===== src/rfcd_pkg.sv =====
// Package: register map, field layout and keys of the reset/clock block
// Operation
// - After each reset the cause flag is set: bit 7 supply, bit 6 watchdog, bit 5 pin.
// - Bit 2 shows supply below the mid level and bit 1 below the high level, read-only.
// - A software reset starts only after two successive writes of one to bit 0.
// - Writing the key 0x5A to the watchdog clear register clears the watchdog.
// - The clock source selection is caught after each reset and never changes until the next reset.
// - Divider code 000 divides by 128, each higher code halves it, 111 divides by 1.
// - A newly written divider code takes effect only after 0x69 goes to the command key.
// - Fetch stretch code 000 takes one CPU clock per fetch and code 111 takes eight.
// - A program-memory interface between CPU and memory lengthens fetch cycles.
// - Halt gates only the CPU clock; peripherals keep running.
// - Stop disables all functions and the clock generator until a wake-up.
// - Power control bit 0 requests halt, bit 1 stop, and the bit clears on wake-up.
// - Halt wakes on a port level change or interrupt, stop only on a port change.
package rfcd_pkg;

  // ---------------------------------------------------------------
  // Bus and register map (index; byte address is four times index)
  // ---------------------------------------------------------------
  localparam int ADDR_W = 12;
  localparam logic [7:0] IDX_WDT_KEY = 8'h86;
  localparam logic [7:0] IDX_FETCH = 8'h8E;
  localparam logic [7:0] IDX_FLAGS = 8'h90;
  localparam logic [7:0] IDX_SOFTWARE_RESET_REQUEST = 8'h91;
  localparam logic [7:0] IDX_DIV = 8'h92;
  localparam logic [7:0] IDX_CLK_CMD = 8'h93;
  localparam logic [7:0] IDX_PWR = 8'h94;
  localparam logic [7:0] IDX_IRQ_STAT = 8'h95;
  localparam logic [7:0] IDX_IRQ_MASK = 8'h96;
  localparam logic [7:0] IDX_CLK_SRC = 8'h97;
  localparam logic [11:0] ADDR_WDT_KEY = {2'h0, IDX_WDT_KEY, 2'h0};
  localparam logic [11:0] ADDR_FETCH = {2'h0, IDX_FETCH, 2'h0};
  localparam logic [11:0] ADDR_FLAGS = {2'h0, IDX_FLAGS, 2'h0};
  localparam logic [11:0] ADDR_SOFTWARE_RESET_REQUEST = {2'h0, IDX_SOFTWARE_RESET_REQUEST, 2'h0};
  localparam logic [11:0] ADDR_DIV = {2'h0, IDX_DIV, 2'h0};
  localparam logic [11:0] ADDR_CLK_CMD = {2'h0, IDX_CLK_CMD, 2'h0};
  localparam logic [11:0] ADDR_PWR = {2'h0, IDX_PWR, 2'h0};
  localparam logic [11:0] ADDR_IRQ_STAT = {2'h0, IDX_IRQ_STAT, 2'h0};
  localparam logic [11:0] ADDR_IRQ_MASK = {2'h0, IDX_IRQ_MASK, 2'h0};
  localparam logic [11:0] ADDR_CLK_SRC = {2'h0, IDX_CLK_SRC, 2'h0};

  // ---------------------------------------------------------------
  // Keys, fields and reset values
  // ---------------------------------------------------------------
  localparam logic [7:0] KEY_WDT_CLEAR = 8'h5A;
  localparam logic [7:0] KEY_CLK_APPLY = 8'h69;
  localparam int FLAG_SUPPLY = 7;
  localparam int FLAG_WDT = 6;
  localparam int FLAG_PIN = 5;
  localparam int FLAG_MID = 2;
  localparam int FLAG_HIGH = 1;
  localparam int SOFTWARE_RESET_REQUEST_BIT = 0;
  localparam int PWR_HALT = 0;
  localparam int PWR_STOP = 1;
  localparam int FETCH_LSB = 4;
  localparam logic [2:0] DIV_CODE_RST = 3'h0;
  localparam logic [2:0] FETCH_CODE_RST = 3'h7;
  localparam logic [6:0] DIV_MAX_LIMIT = 7'h7F;
  localparam logic [1:0] HTRANS_NONSEQ = 2'h2;

  // ---------------------------------------------------------------
  // Interrupt events (status and mask share this layout)
  // ---------------------------------------------------------------
  localparam int EV_W = 4;
  localparam int EV_SOFTWARE_RESET_REQUEST = 0;
  localparam int EV_WDT = 1;
  localparam int EV_WAKE = 2;
  localparam int EV_CLK = 3;

endpackage : rfcd_pkg


===== src/rfcd_clk_div.sv =====
// CPU clock divider: one-cycle enable per divided period
module rfcd_clk_div (
  input wire logic i_clk_sys,
  input wire logic i_rst_b,
  input wire logic [2:0] i_code,
  input wire logic i_apply,
  output logic o_tick,
  output logic [2:0] o_code
);

  logic [6:0] cnt_q;
  logic [2:0] code_q;
  logic [2:0] pend_code_q;
  logic pend_q;
  logic [6:0] limit;

  // Terminal count halves with each code step
  assign limit = rfcd_pkg::DIV_MAX_LIMIT >> code_q;
  assign o_tick = (cnt_q == limit);
  assign o_code = code_q;

  // Pending code waits for the next period end, so no runt period
  always_ff @(posedge i_clk_sys or negedge i_rst_b) begin
    if (!i_rst_b) begin
      cnt_q <= 7'h00;
      code_q <= rfcd_pkg::DIV_CODE_RST;
      pend_code_q <= rfcd_pkg::DIV_CODE_RST;
      pend_q <= 1'b0;
    end else begin
      if (i_apply) begin
        pend_q <= 1'b1;
        pend_code_q <= i_code;
      end else if (o_tick && pend_q) begin
        pend_q <= 1'b0;
      end
      if (o_tick) begin
        cnt_q <= 7'h00;
        if (pend_q) begin
          code_q <= pend_code_q;
        end
      end else begin
        cnt_q <= cnt_q + 7'h01;
      end
    end
  end

endmodule : rfcd_clk_div


===== src/rfcd_fetch_wait.sv =====
// Program-memory fetch stretcher counting CPU clock enables
module rfcd_fetch_wait (
  input wire logic i_clk_sys,
  input wire logic i_rst_b,
  input wire logic i_cpu_en,
  input wire logic i_req,
  input wire logic [2:0] i_stretch,
  output logic o_ready
);

  logic [2:0] cnt_q;

  // Fetch ends on the CPU clock that completes stretch+1 clocks
  assign o_ready = i_req && i_cpu_en && (cnt_q == i_stretch);

  // Counter restarts after each finished fetch
  always_ff @(posedge i_clk_sys or negedge i_rst_b) begin
    if (!i_rst_b) begin
      cnt_q <= 3'h0;
    end else if (i_req && i_cpu_en) begin
      cnt_q <= o_ready ? 3'h0 : cnt_q + 3'h1;
    end
  end

endmodule : rfcd_fetch_wait


===== src/rfcd_top.sv =====
// Reset flags, software reset, watchdog key and CPU clock control
//
// Local design decision: the AHB-Lite register port.
module rfcd_top (
  input wire logic i_clk_sys,
  input wire logic i_rst_b,
  // AHB-Lite slave
  input wire logic i_hsel,
  input wire logic [11:0] i_haddr,
  input wire logic [1:0] i_htrans,
  input wire logic i_hwrite,
  input wire logic [2:0] i_hsize,
  input wire logic [31:0] i_hwdata,
  input wire logic i_hready,
  output logic o_hreadyout,
  output logic o_hresp,
  output logic [31:0] o_hrdata,
  // Reset causes, supply levels and clock source strap
  input wire logic i_cause_supply,
  input wire logic i_cause_watchdog,
  input wire logic i_cause_pin,
  input wire logic i_supply_below_mid,
  input wire logic i_supply_below_high,
  input wire logic [2:0] i_clk_source_strap,
  // Wake-up sources and fetch request
  input wire logic i_port_change,
  input wire logic i_irq_any,
  input wire logic i_fetch_req,
  // Outputs to the rest of the chip
  output logic o_soft_reset,
  output logic o_watchdog_clear,
  output logic o_cpu_clk_en,
  output logic o_fetch_ready,
  output logic o_osc_enable,
  output logic o_halt,
  output logic o_stop,
  output logic [2:0] o_clk_source,
  output logic o_irq
);

  // ---------------------------------------------------------------
  // Reset release
  // ---------------------------------------------------------------
  logic rst_meta_q;
  logic rst_b;

  // Assert asynchronously, release after two clean edges
  always_ff @(posedge i_clk_sys or negedge i_rst_b) begin
    if (!i_rst_b) begin
      rst_meta_q <= 1'b0;
      rst_b <= 1'b0;
    end else begin
      rst_meta_q <= 1'b1;
      rst_b <= rst_meta_q;
    end
  end

  // ---------------------------------------------------------------
  // Bus address phase and decode
  // ---------------------------------------------------------------
  logic ap_valid;
  logic ap_read;
  logic dp_wr_q;
  logic [11:0] dp_addr_q;
  logic wr_wdt;
  logic wr_fetch;
  logic wr_software_reset_request;
  logic wr_div;
  logic wr_cmd;
  logic wr_pwr;
  logic wr_mask;
  logic rd_stat;
  logic [7:0] wbyte;

  // Transfer taken when selected, NONSEQ and bus ready
  assign ap_valid = i_hsel && i_hready &&
                    (i_htrans == rfcd_pkg::HTRANS_NONSEQ);
  assign ap_read = ap_valid && !i_hwrite;
  assign wbyte = i_hwdata[7:0];

  // Writes commit in the data phase, when hwdata stands
  assign wr_wdt = dp_wr_q && (dp_addr_q == rfcd_pkg::ADDR_WDT_KEY);
  assign wr_fetch = dp_wr_q && (dp_addr_q == rfcd_pkg::ADDR_FETCH);
  assign wr_software_reset_request = dp_wr_q && (dp_addr_q == rfcd_pkg::ADDR_SOFTWARE_RESET_REQUEST);
  assign wr_div = dp_wr_q && (dp_addr_q == rfcd_pkg::ADDR_DIV);
  assign wr_cmd = dp_wr_q && (dp_addr_q == rfcd_pkg::ADDR_CLK_CMD);
  assign wr_pwr = dp_wr_q && (dp_addr_q == rfcd_pkg::ADDR_PWR);
  assign wr_mask = dp_wr_q && (dp_addr_q == rfcd_pkg::ADDR_IRQ_MASK);
  assign rd_stat = ap_read && (i_haddr == rfcd_pkg::ADDR_IRQ_STAT);

  // Never stalls; every answer is OKAY
  assign o_hreadyout = 1'b1;
  assign o_hresp = 1'b0;

  // Data-phase pipeline register
  always_ff @(posedge i_clk_sys or negedge rst_b) begin
    if (!rst_b) begin
      dp_wr_q <= 1'b0;
      dp_addr_q <= 12'h000;
    end else begin
      dp_wr_q <= ap_valid && i_hwrite;
      dp_addr_q <= i_haddr;
    end
  end

  // ---------------------------------------------------------------
  // Reset causes and clock source, caught once after release
  // ---------------------------------------------------------------
  logic cap_done_q;
  logic [2:0] cause_q;
  logic [2:0] clk_src_q;

  // Caught by the clock, not by the reset, so no port feeds a reset
  always_ff @(posedge i_clk_sys or negedge rst_b) begin
    if (!rst_b) begin
      cap_done_q <= 1'b0;
      cause_q <= 3'h0;
      clk_src_q <= 3'h0;
    end else if (!cap_done_q) begin
      cap_done_q <= 1'b1;
      cause_q <= {i_cause_supply, i_cause_watchdog, i_cause_pin};
      clk_src_q <= i_clk_source_strap;
    end
  end
  assign o_clk_source = clk_src_q;

  // ---------------------------------------------------------------
  // Software reset and watchdog key
  // ---------------------------------------------------------------
  logic software_reset_request_armed_q;
  logic software_reset_request_fire;
  logic soft_reset_q;
  logic wdt_clear_q;
  logic wdt_hit;

  assign software_reset_request_fire = wr_software_reset_request && wbyte[rfcd_pkg::SOFTWARE_RESET_REQUEST_BIT] && software_reset_request_armed_q;
  assign wdt_hit = wr_wdt && (wbyte == rfcd_pkg::KEY_WDT_CLEAR);

  // First write of one arms; a second one fires, a zero disarms
  always_ff @(posedge i_clk_sys or negedge rst_b) begin
    if (!rst_b) begin
      software_reset_request_armed_q <= 1'b0;
      soft_reset_q <= 1'b0;
      wdt_clear_q <= 1'b0;
    end else begin
      if (wr_software_reset_request) begin
        software_reset_request_armed_q <= wbyte[rfcd_pkg::SOFTWARE_RESET_REQUEST_BIT] && !software_reset_request_armed_q;
      end
      soft_reset_q <= software_reset_request_fire;
      wdt_clear_q <= wdt_hit;
    end
  end
  assign o_soft_reset = soft_reset_q;
  assign o_watchdog_clear = wdt_clear_q;

  // ---------------------------------------------------------------
  // CPU clock divider and fetch stretch
  // ---------------------------------------------------------------
  logic [2:0] div_code_q;
  logic [2:0] fetch_code_q;
  logic clk_apply;
  logic cpu_tick;
  logic [2:0] act_code;
  logic cpu_en;

  // Divider code only reaches the divider on the command key
  assign clk_apply = wr_cmd && (wbyte == rfcd_pkg::KEY_CLK_APPLY);

  always_ff @(posedge i_clk_sys or negedge rst_b) begin
    if (!rst_b) begin
      div_code_q <= rfcd_pkg::DIV_CODE_RST;
      fetch_code_q <= rfcd_pkg::FETCH_CODE_RST;
    end else begin
      if (wr_div) begin
        div_code_q <= wbyte[2:0];
      end
      if (wr_fetch) begin
        fetch_code_q <= wbyte[rfcd_pkg::FETCH_LSB +: 3];
      end
    end
  end

  rfcd_clk_div u_div (
    .i_clk_sys(i_clk_sys),
    .i_rst_b(rst_b),
    .i_code(div_code_q),
    .i_apply(clk_apply),
    .o_tick(cpu_tick),
    .o_code(act_code)
  );

  // ---------------------------------------------------------------
  // Power states
  // ---------------------------------------------------------------
  logic halt_q;
  logic stop_q;
  logic wake_halt;
  logic wake_stop;

  // Halt gates only the CPU enable; stop also drops the oscillator
  assign cpu_en = cpu_tick && !halt_q && !stop_q;
  assign wake_halt = halt_q && (i_port_change || i_irq_any);
  assign wake_stop = stop_q && i_port_change;

  // A write in the wake cycle wins, so a fresh request is kept
  always_ff @(posedge i_clk_sys or negedge rst_b) begin
    if (!rst_b) begin
      halt_q <= 1'b0;
      stop_q <= 1'b0;
    end else if (wr_pwr) begin
      halt_q <= wbyte[rfcd_pkg::PWR_HALT];
      stop_q <= wbyte[rfcd_pkg::PWR_STOP];
    end else begin
      if (wake_halt) begin
        halt_q <= 1'b0;
      end
      if (wake_stop) begin
        stop_q <= 1'b0;
      end
    end
  end
  assign o_halt = halt_q;
  assign o_stop = stop_q;
  assign o_osc_enable = !stop_q;
  assign o_cpu_clk_en = cpu_en;

  rfcd_fetch_wait u_fetch (
    .i_clk_sys(i_clk_sys),
    .i_rst_b(rst_b),
    .i_cpu_en(cpu_en),
    .i_req(i_fetch_req),
    .i_stretch(fetch_code_q),
    .o_ready(o_fetch_ready)
  );

  // ---------------------------------------------------------------
  // Interrupt status and mask
  // ---------------------------------------------------------------
  logic [rfcd_pkg::EV_W-1:0] events;
  logic [rfcd_pkg::EV_W-1:0] stat_q;
  logic [rfcd_pkg::EV_W-1:0] mask_q;
  logic [rfcd_pkg::EV_W-1:0] stat_keep;

  assign events = {clk_apply, wake_halt || wake_stop, wdt_hit, software_reset_request_fire};
  assign stat_keep = rd_stat ? '0 : stat_q;

  // Read clears, but an event in that same cycle is kept
  always_ff @(posedge i_clk_sys or negedge rst_b) begin
    if (!rst_b) begin
      stat_q <= '0;
      mask_q <= '0;
    end else begin
      stat_q <= stat_keep | events;
      if (wr_mask) begin
        mask_q <= wbyte[rfcd_pkg::EV_W-1:0];
      end
    end
  end
  assign o_irq = |(stat_q & mask_q);

  // ---------------------------------------------------------------
  // Read data
  // ---------------------------------------------------------------
  logic [7:0] rd_mux;
  logic [7:0] flags_rd;

  // Supply flags are live levels; causes are the caught copy
  assign flags_rd = {cause_q, 2'h0, i_supply_below_mid,
                     i_supply_below_high, 1'b0};
  assign rd_mux =
    (i_haddr == rfcd_pkg::ADDR_FLAGS) ? flags_rd :
    (i_haddr == rfcd_pkg::ADDR_SOFTWARE_RESET_REQUEST) ? {7'h00, software_reset_request_armed_q} :
    (i_haddr == rfcd_pkg::ADDR_FETCH) ? {1'b0, fetch_code_q, 4'h0} :
    (i_haddr == rfcd_pkg::ADDR_DIV) ? {5'h00, div_code_q} :
    (i_haddr == rfcd_pkg::ADDR_PWR) ? {6'h00, stop_q, halt_q} :
    (i_haddr == rfcd_pkg::ADDR_IRQ_STAT) ? {4'h0, stat_q} :
    (i_haddr == rfcd_pkg::ADDR_IRQ_MASK) ? {4'h0, mask_q} :
    (i_haddr == rfcd_pkg::ADDR_CLK_SRC) ? {5'h00, clk_src_q} : 8'h00;

  // Sampled in the address phase; write-only and unmapped read zero
  always_ff @(posedge i_clk_sys or negedge rst_b) begin
    if (!rst_b) begin
      o_hrdata <= 32'h0000_0000;
    end else if (ap_read) begin
      o_hrdata <= {24'h00_0000, rd_mux};
    end
  end

  // ---------------------------------------------------------------
  // Checks
  // ---------------------------------------------------------------
  logic cmd_seen_q;

  // Remembers a key write until the divider takes the new code
  always_ff @(posedge i_clk_sys or negedge rst_b) begin
    if (!rst_b) begin
      cmd_seen_q <= 1'b0;
    end else if (clk_apply) begin
      cmd_seen_q <= 1'b1;
    end else if (cpu_tick) begin
      cmd_seen_q <= 1'b0;
    end
  end
endmodule : rfcd_top


===== config.mk =====
export PLATFORM = sky130hd
export DESIGN_NAME = rfcd_top
export DESIGN_NICKNAME = d
export VERILOG_FILES = /design/src/rfcd_pkg.sv /design/src/rfcd_clk_div.sv /design/src/rfcd_fetch_wait.sv /design/src/rfcd_top.sv
export SDC_FILE = /design/constraint.sdc
export NUM_CORES = 1
export LEC_CHECK = 0
export BUFFER_PORTS_ARGS = -buffer_cell sky130_fd_sc_hd__buf_2
export CORE_ASPECT_RATIO = 1.1
export CORE_MARGIN = 2
export CORE_UTILIZATION = 40
export CTS_CLUSTER_SIZE = 12
export DETAILED_ROUTE_END_ITERATION = 8
export PLACE_DENSITY = 0.66
export SYNTH_ARGS = -nofsm -noshare
export SYNTH_HDL_FRONTEND = slang
export SYNTH_SLANG_ARGS = --single-unit

===== constraint.sdc =====
create_clock -name i_clk_sys -period 3.6 [get_ports i_clk_sys]
set_input_delay 0.72 -clock i_clk_sys [delete_from_list [all_inputs] [get_ports i_clk_sys]]
set_output_delay 0.72 -clock i_clk_sys [all_outputs]
set_load 0.01 [all_outputs]

==> results <==
- The count of nets left with antenna violations after detail routing is 0.
- The worst-case reg-to-reg path depth is 5.
- The total negative slack is 0 ns.
- The final number of setup-violating endpoints is 0.
- The Yosys warning count is 0.
- The number of vias after detailed routing is 2399.
- Final hold analysis gives a worst-case slack of 0.144 ns.
- The portion of synthesized cell area occupied by the leading cell type is 0.479.
- STA puts the critical path data arrival time at 2.44 ns.
- The clock period could shrink to 3.16 ns.
- The cell accounting for the most synthesized area is dfrtp_1.
- The average via count per standard cell is 5.10.
- The run finished with clean final reports.
- The total overflow left after global routing is 0.
- At the end of routability-driven placement, the weighted congestion stood at 0.909.
- The count of buffers added on input and output ports is 56.
- The clock tree from TritonCTS is yes.
- The clock input transition at the sequential cells of the worst setup and hold paths is 0.08 ns.
- The worst-case register-to-register setup slack is 1.46 ns.
- After detailed routing, the average wire length per cell comes to 14.5 um.
- The number of hold-slack violations in the final timing report is 0.
- For the worst setup path, the data required time is 2.88 ns.
- The violation count after the first detailed-route iteration is 106.
- The cell leakage power is 1.77 nW.
- Leaving out filler cells and counting taps, the final layout contains 470.
- The area of the mapped netlist is 3290 sq um.
- The H-tree was split into 3 levels.
- The async set or reset register ratio after synthesis is 1.00.
- Entering global routing, the biggest net connects 37 pins.
- The source-to-sink clock delay at the later pin of the worst-skew pair is 0.34 ns.
- The startpoint of the worst-slack reg-to-reg timing path is dp_addr_q[10].
- After the last flow step, the layout net total stands at 424.
- The endpoint identified for the worst register-to-register timing path is u_div.pend_code_q[2].
- After synthesis, the mean cell area works out to 11.2 sq um.
- The startpoint class of the critical path is a flop.
- The min-delay analysis places its worst path in the category primary input to async pin.
- The most used flip-flop cell after synthesis is dfrtp_1.
- The total inserted antenna cells is 0.
- The first-pass GRT wire length is 11300 um.
- The buffer count from post-CTS setup fixing is 0.
- Counting flops with a built-in enable in the synthesized netlist gives 0.
- The number of antenna violations at the first check in global routing was 0.
- The area of the die is 8980 sq um.
- From left edge to right edge, the die measures 90.5 um.
- Ranked by total cell area, the synthesized netlist is headed by dfrtp_1 (48%), mux2_2 (7.5%), buf_4 (5.9%).
- In this run, CTS created clock tree buffers numbering 9.
- The commonest cells after synthesis are dfrtp_1 (63), buf_4 (26), nor2_1 (24).
- The final count of pins violating max slew came to 0.
- The post-route clock period utilization is 0.878.
- The highest fanout seen on the critical path is 9.
- The root buffer cell chosen for the clock tree is clkbuf_8.
- Synthesis inferred 66 register bits.
- For this block, the routed nets add up to 6830 um of wire.
- Clock skew on the completed layout was measured at 0.0111 ns.
- The total iterations of the first detailed-routing run is 4.
- The netlist uses 58 different library cells.
- For this run, the top clock speed supported by timing is 0.316 GHz.
- Synthesis produced 294 cells.
- The timing startpoint of the critical path is u_div.o_code[1].
- Across the run, the number of max-cap violations was 0.
- Dividing total power by cell area gives a power density of 402 nW/um^2.
- Setup repair after global routing left no endpoint under its margin.
- The sequential cell area fraction in the yosys report is 0.503.
- In this run, post-CTS repair resized a total of 0 instances.
- The largest voltage drop on the vdd net is 0.210 mV.
- The share of layout cells above drive strength 1 is 0.309.
- The maximum clock path buffer count is 2.
- Pin placement for this block handled 110 I/O pins.
- The number of buffers added to fix hold violations after cts is 0.
- The die is 99.2 um tall.
- The area growth from synthesis to layout is 15.2%.
- The share of the core filled with cells is 0.477.
- Across every metal layer, demand over resource in global routing totals 0.161.
- The worst-margin pin slew is 0.762 ns.
- Clock tree synthesis found a total of 66 sinks.
- Once detailed placement completed, the half-perimeter wirelength came to 5260 um.
- The via count of the first global-routing pass came to 2330.
- The post-placement cell count is 454.
- The worst setup path is captured at an output port.
- The critical setup path kind is flop to output port.
- The initial utilization of the core area, before any placement, comes to 0.414.
- For this run, design rule violations remaining after detail routing come to 0.
- The critical path ends at o_fetch_ready.
- By instance count, the leading cell after synthesis is dfrtp_1.
- After floorplanning, the core was divided into 34 placement rows.
- The core area is 7960 sq um.
- The worst pin sits at a relative slew slack of 0.492.
[per-layer routing]
metal / GRT usage / routed length (um) / up-vias
li1: - / - / 1126
met4: 0.0426 / 100 / 0
met3: 0.0598 / 495 / 10
met1: 0.192 / 2790 / 1166
met2: 0.274 / 3440 / 97
met5: 0 / 0 / -
[worst min path at each step]
stage	startpoint	to	cells past startpoint	slack [ns]
floorplan	rst_meta_q	rst_b	0	0.33
global placement	rst_meta_q	rst_b	0	0.34
detailed placement	rst_meta_q	rst_b	0	0.34
CTS	i_rst_b	rst_b	1	0.13
global route	i_rst_b	rst_b	1	0.11
finish	i_rst_b	rst_b	1	0.14
[logic make-up (layout without fill, tap and decap cells)]
group                      after synthesis  count (layout)  synth area share
AOI/OAI and AO/OA                       36              36            0.0809
xor gates and xnor gates                10              10            0.0266
adders and majority gates                3               3            0.0106
buffers and inverters                   39              81            0.0767
DFF                                     66              66             0.503
muxes                                   30              30             0.108
other                                    2              28           0.00228
and+or+nand+nor                        108             108             0.192
[worst max-delay path: stages (launching register included)]
cell	delay, ns
dfrtp_1	0.49
or2_0	0.27
nor4_1	0.33
a211oi_2	0.15
or3_4	0.45
nor3_1	0.25
buf_2	0.17
[sequential cells by signal, summed over array words and instances, names as in the netlist, 3 cells and up]
register / flops
o_hrdata: 8
u_div.pend_code_q: 3
u_div.o_code: 3
stat_q: 4
mask_q: 4
o_clk_source: 3
u_div.cnt_q: 7
u_fetch.cnt_q: 3
fetch_code_q: 3
cause_q: 3
dp_addr_q: 12
div_code_q: 3
[layout by cell type (no fill, tap or decap), types with 3 or more instances in the layout]
cell	count
a21o_1	5
a21oi_1	4
a221oi_1	3
a22oi_1	4
and2_1	4
and3_1	4
buf_2	56
clkbuf_8	9
clkinvlp_4	4
conb_1	28
dfrtp_1	62
dfstp_2	3
inv_1	7
mux2_2	22
mux2_4	3
mux2i_1	4
nand2_1	21
nand2b_1	3
nand3_1	7
nand3b_1	3
nand4_1	3
nor2_1	24
nor2b_1	5
nor3_1	7
nor4_1	4
o21ai_0	5
or3_4	3
xnor2_1	7
xor2_1	3
[through the flow]
step	total power [mW]	setup WS, ns	area (sq um)
6_report	1.53	0.437	3790
5_1_grt	1.61	0.306	3790
3_5_place_dp	0.936	0.798	3600
2_1_floorplan	0.899	1.03	3390
4_1_cts	1.55	0.432	3790
3_3_place_gp	0.933	0.864	3600
[power by group]
| part | switching [mW] | leakage (nW) | internal [mW] |
|---|---|---|---|
| clock network | 0.285 | 0.0847 | 0.321 |
| logic | 0.0680 | 0.858 | 0.0534 |
| registers | 0.0274 | 0.830 | 0.772 |
| total | 0.380 | 1.77 | 1.15 |
[layout make-up]
class	instances	area, sq um
fill	740	4160
sequential	66	1660
multi-input combinational	215	1480
timing repair buffer	58	295
tap	108	135
clock buffer	10	128
clock inverter	6	68.8
inverter	7	26.3
No activity file was read; power rests on OpenSTA's default activity.
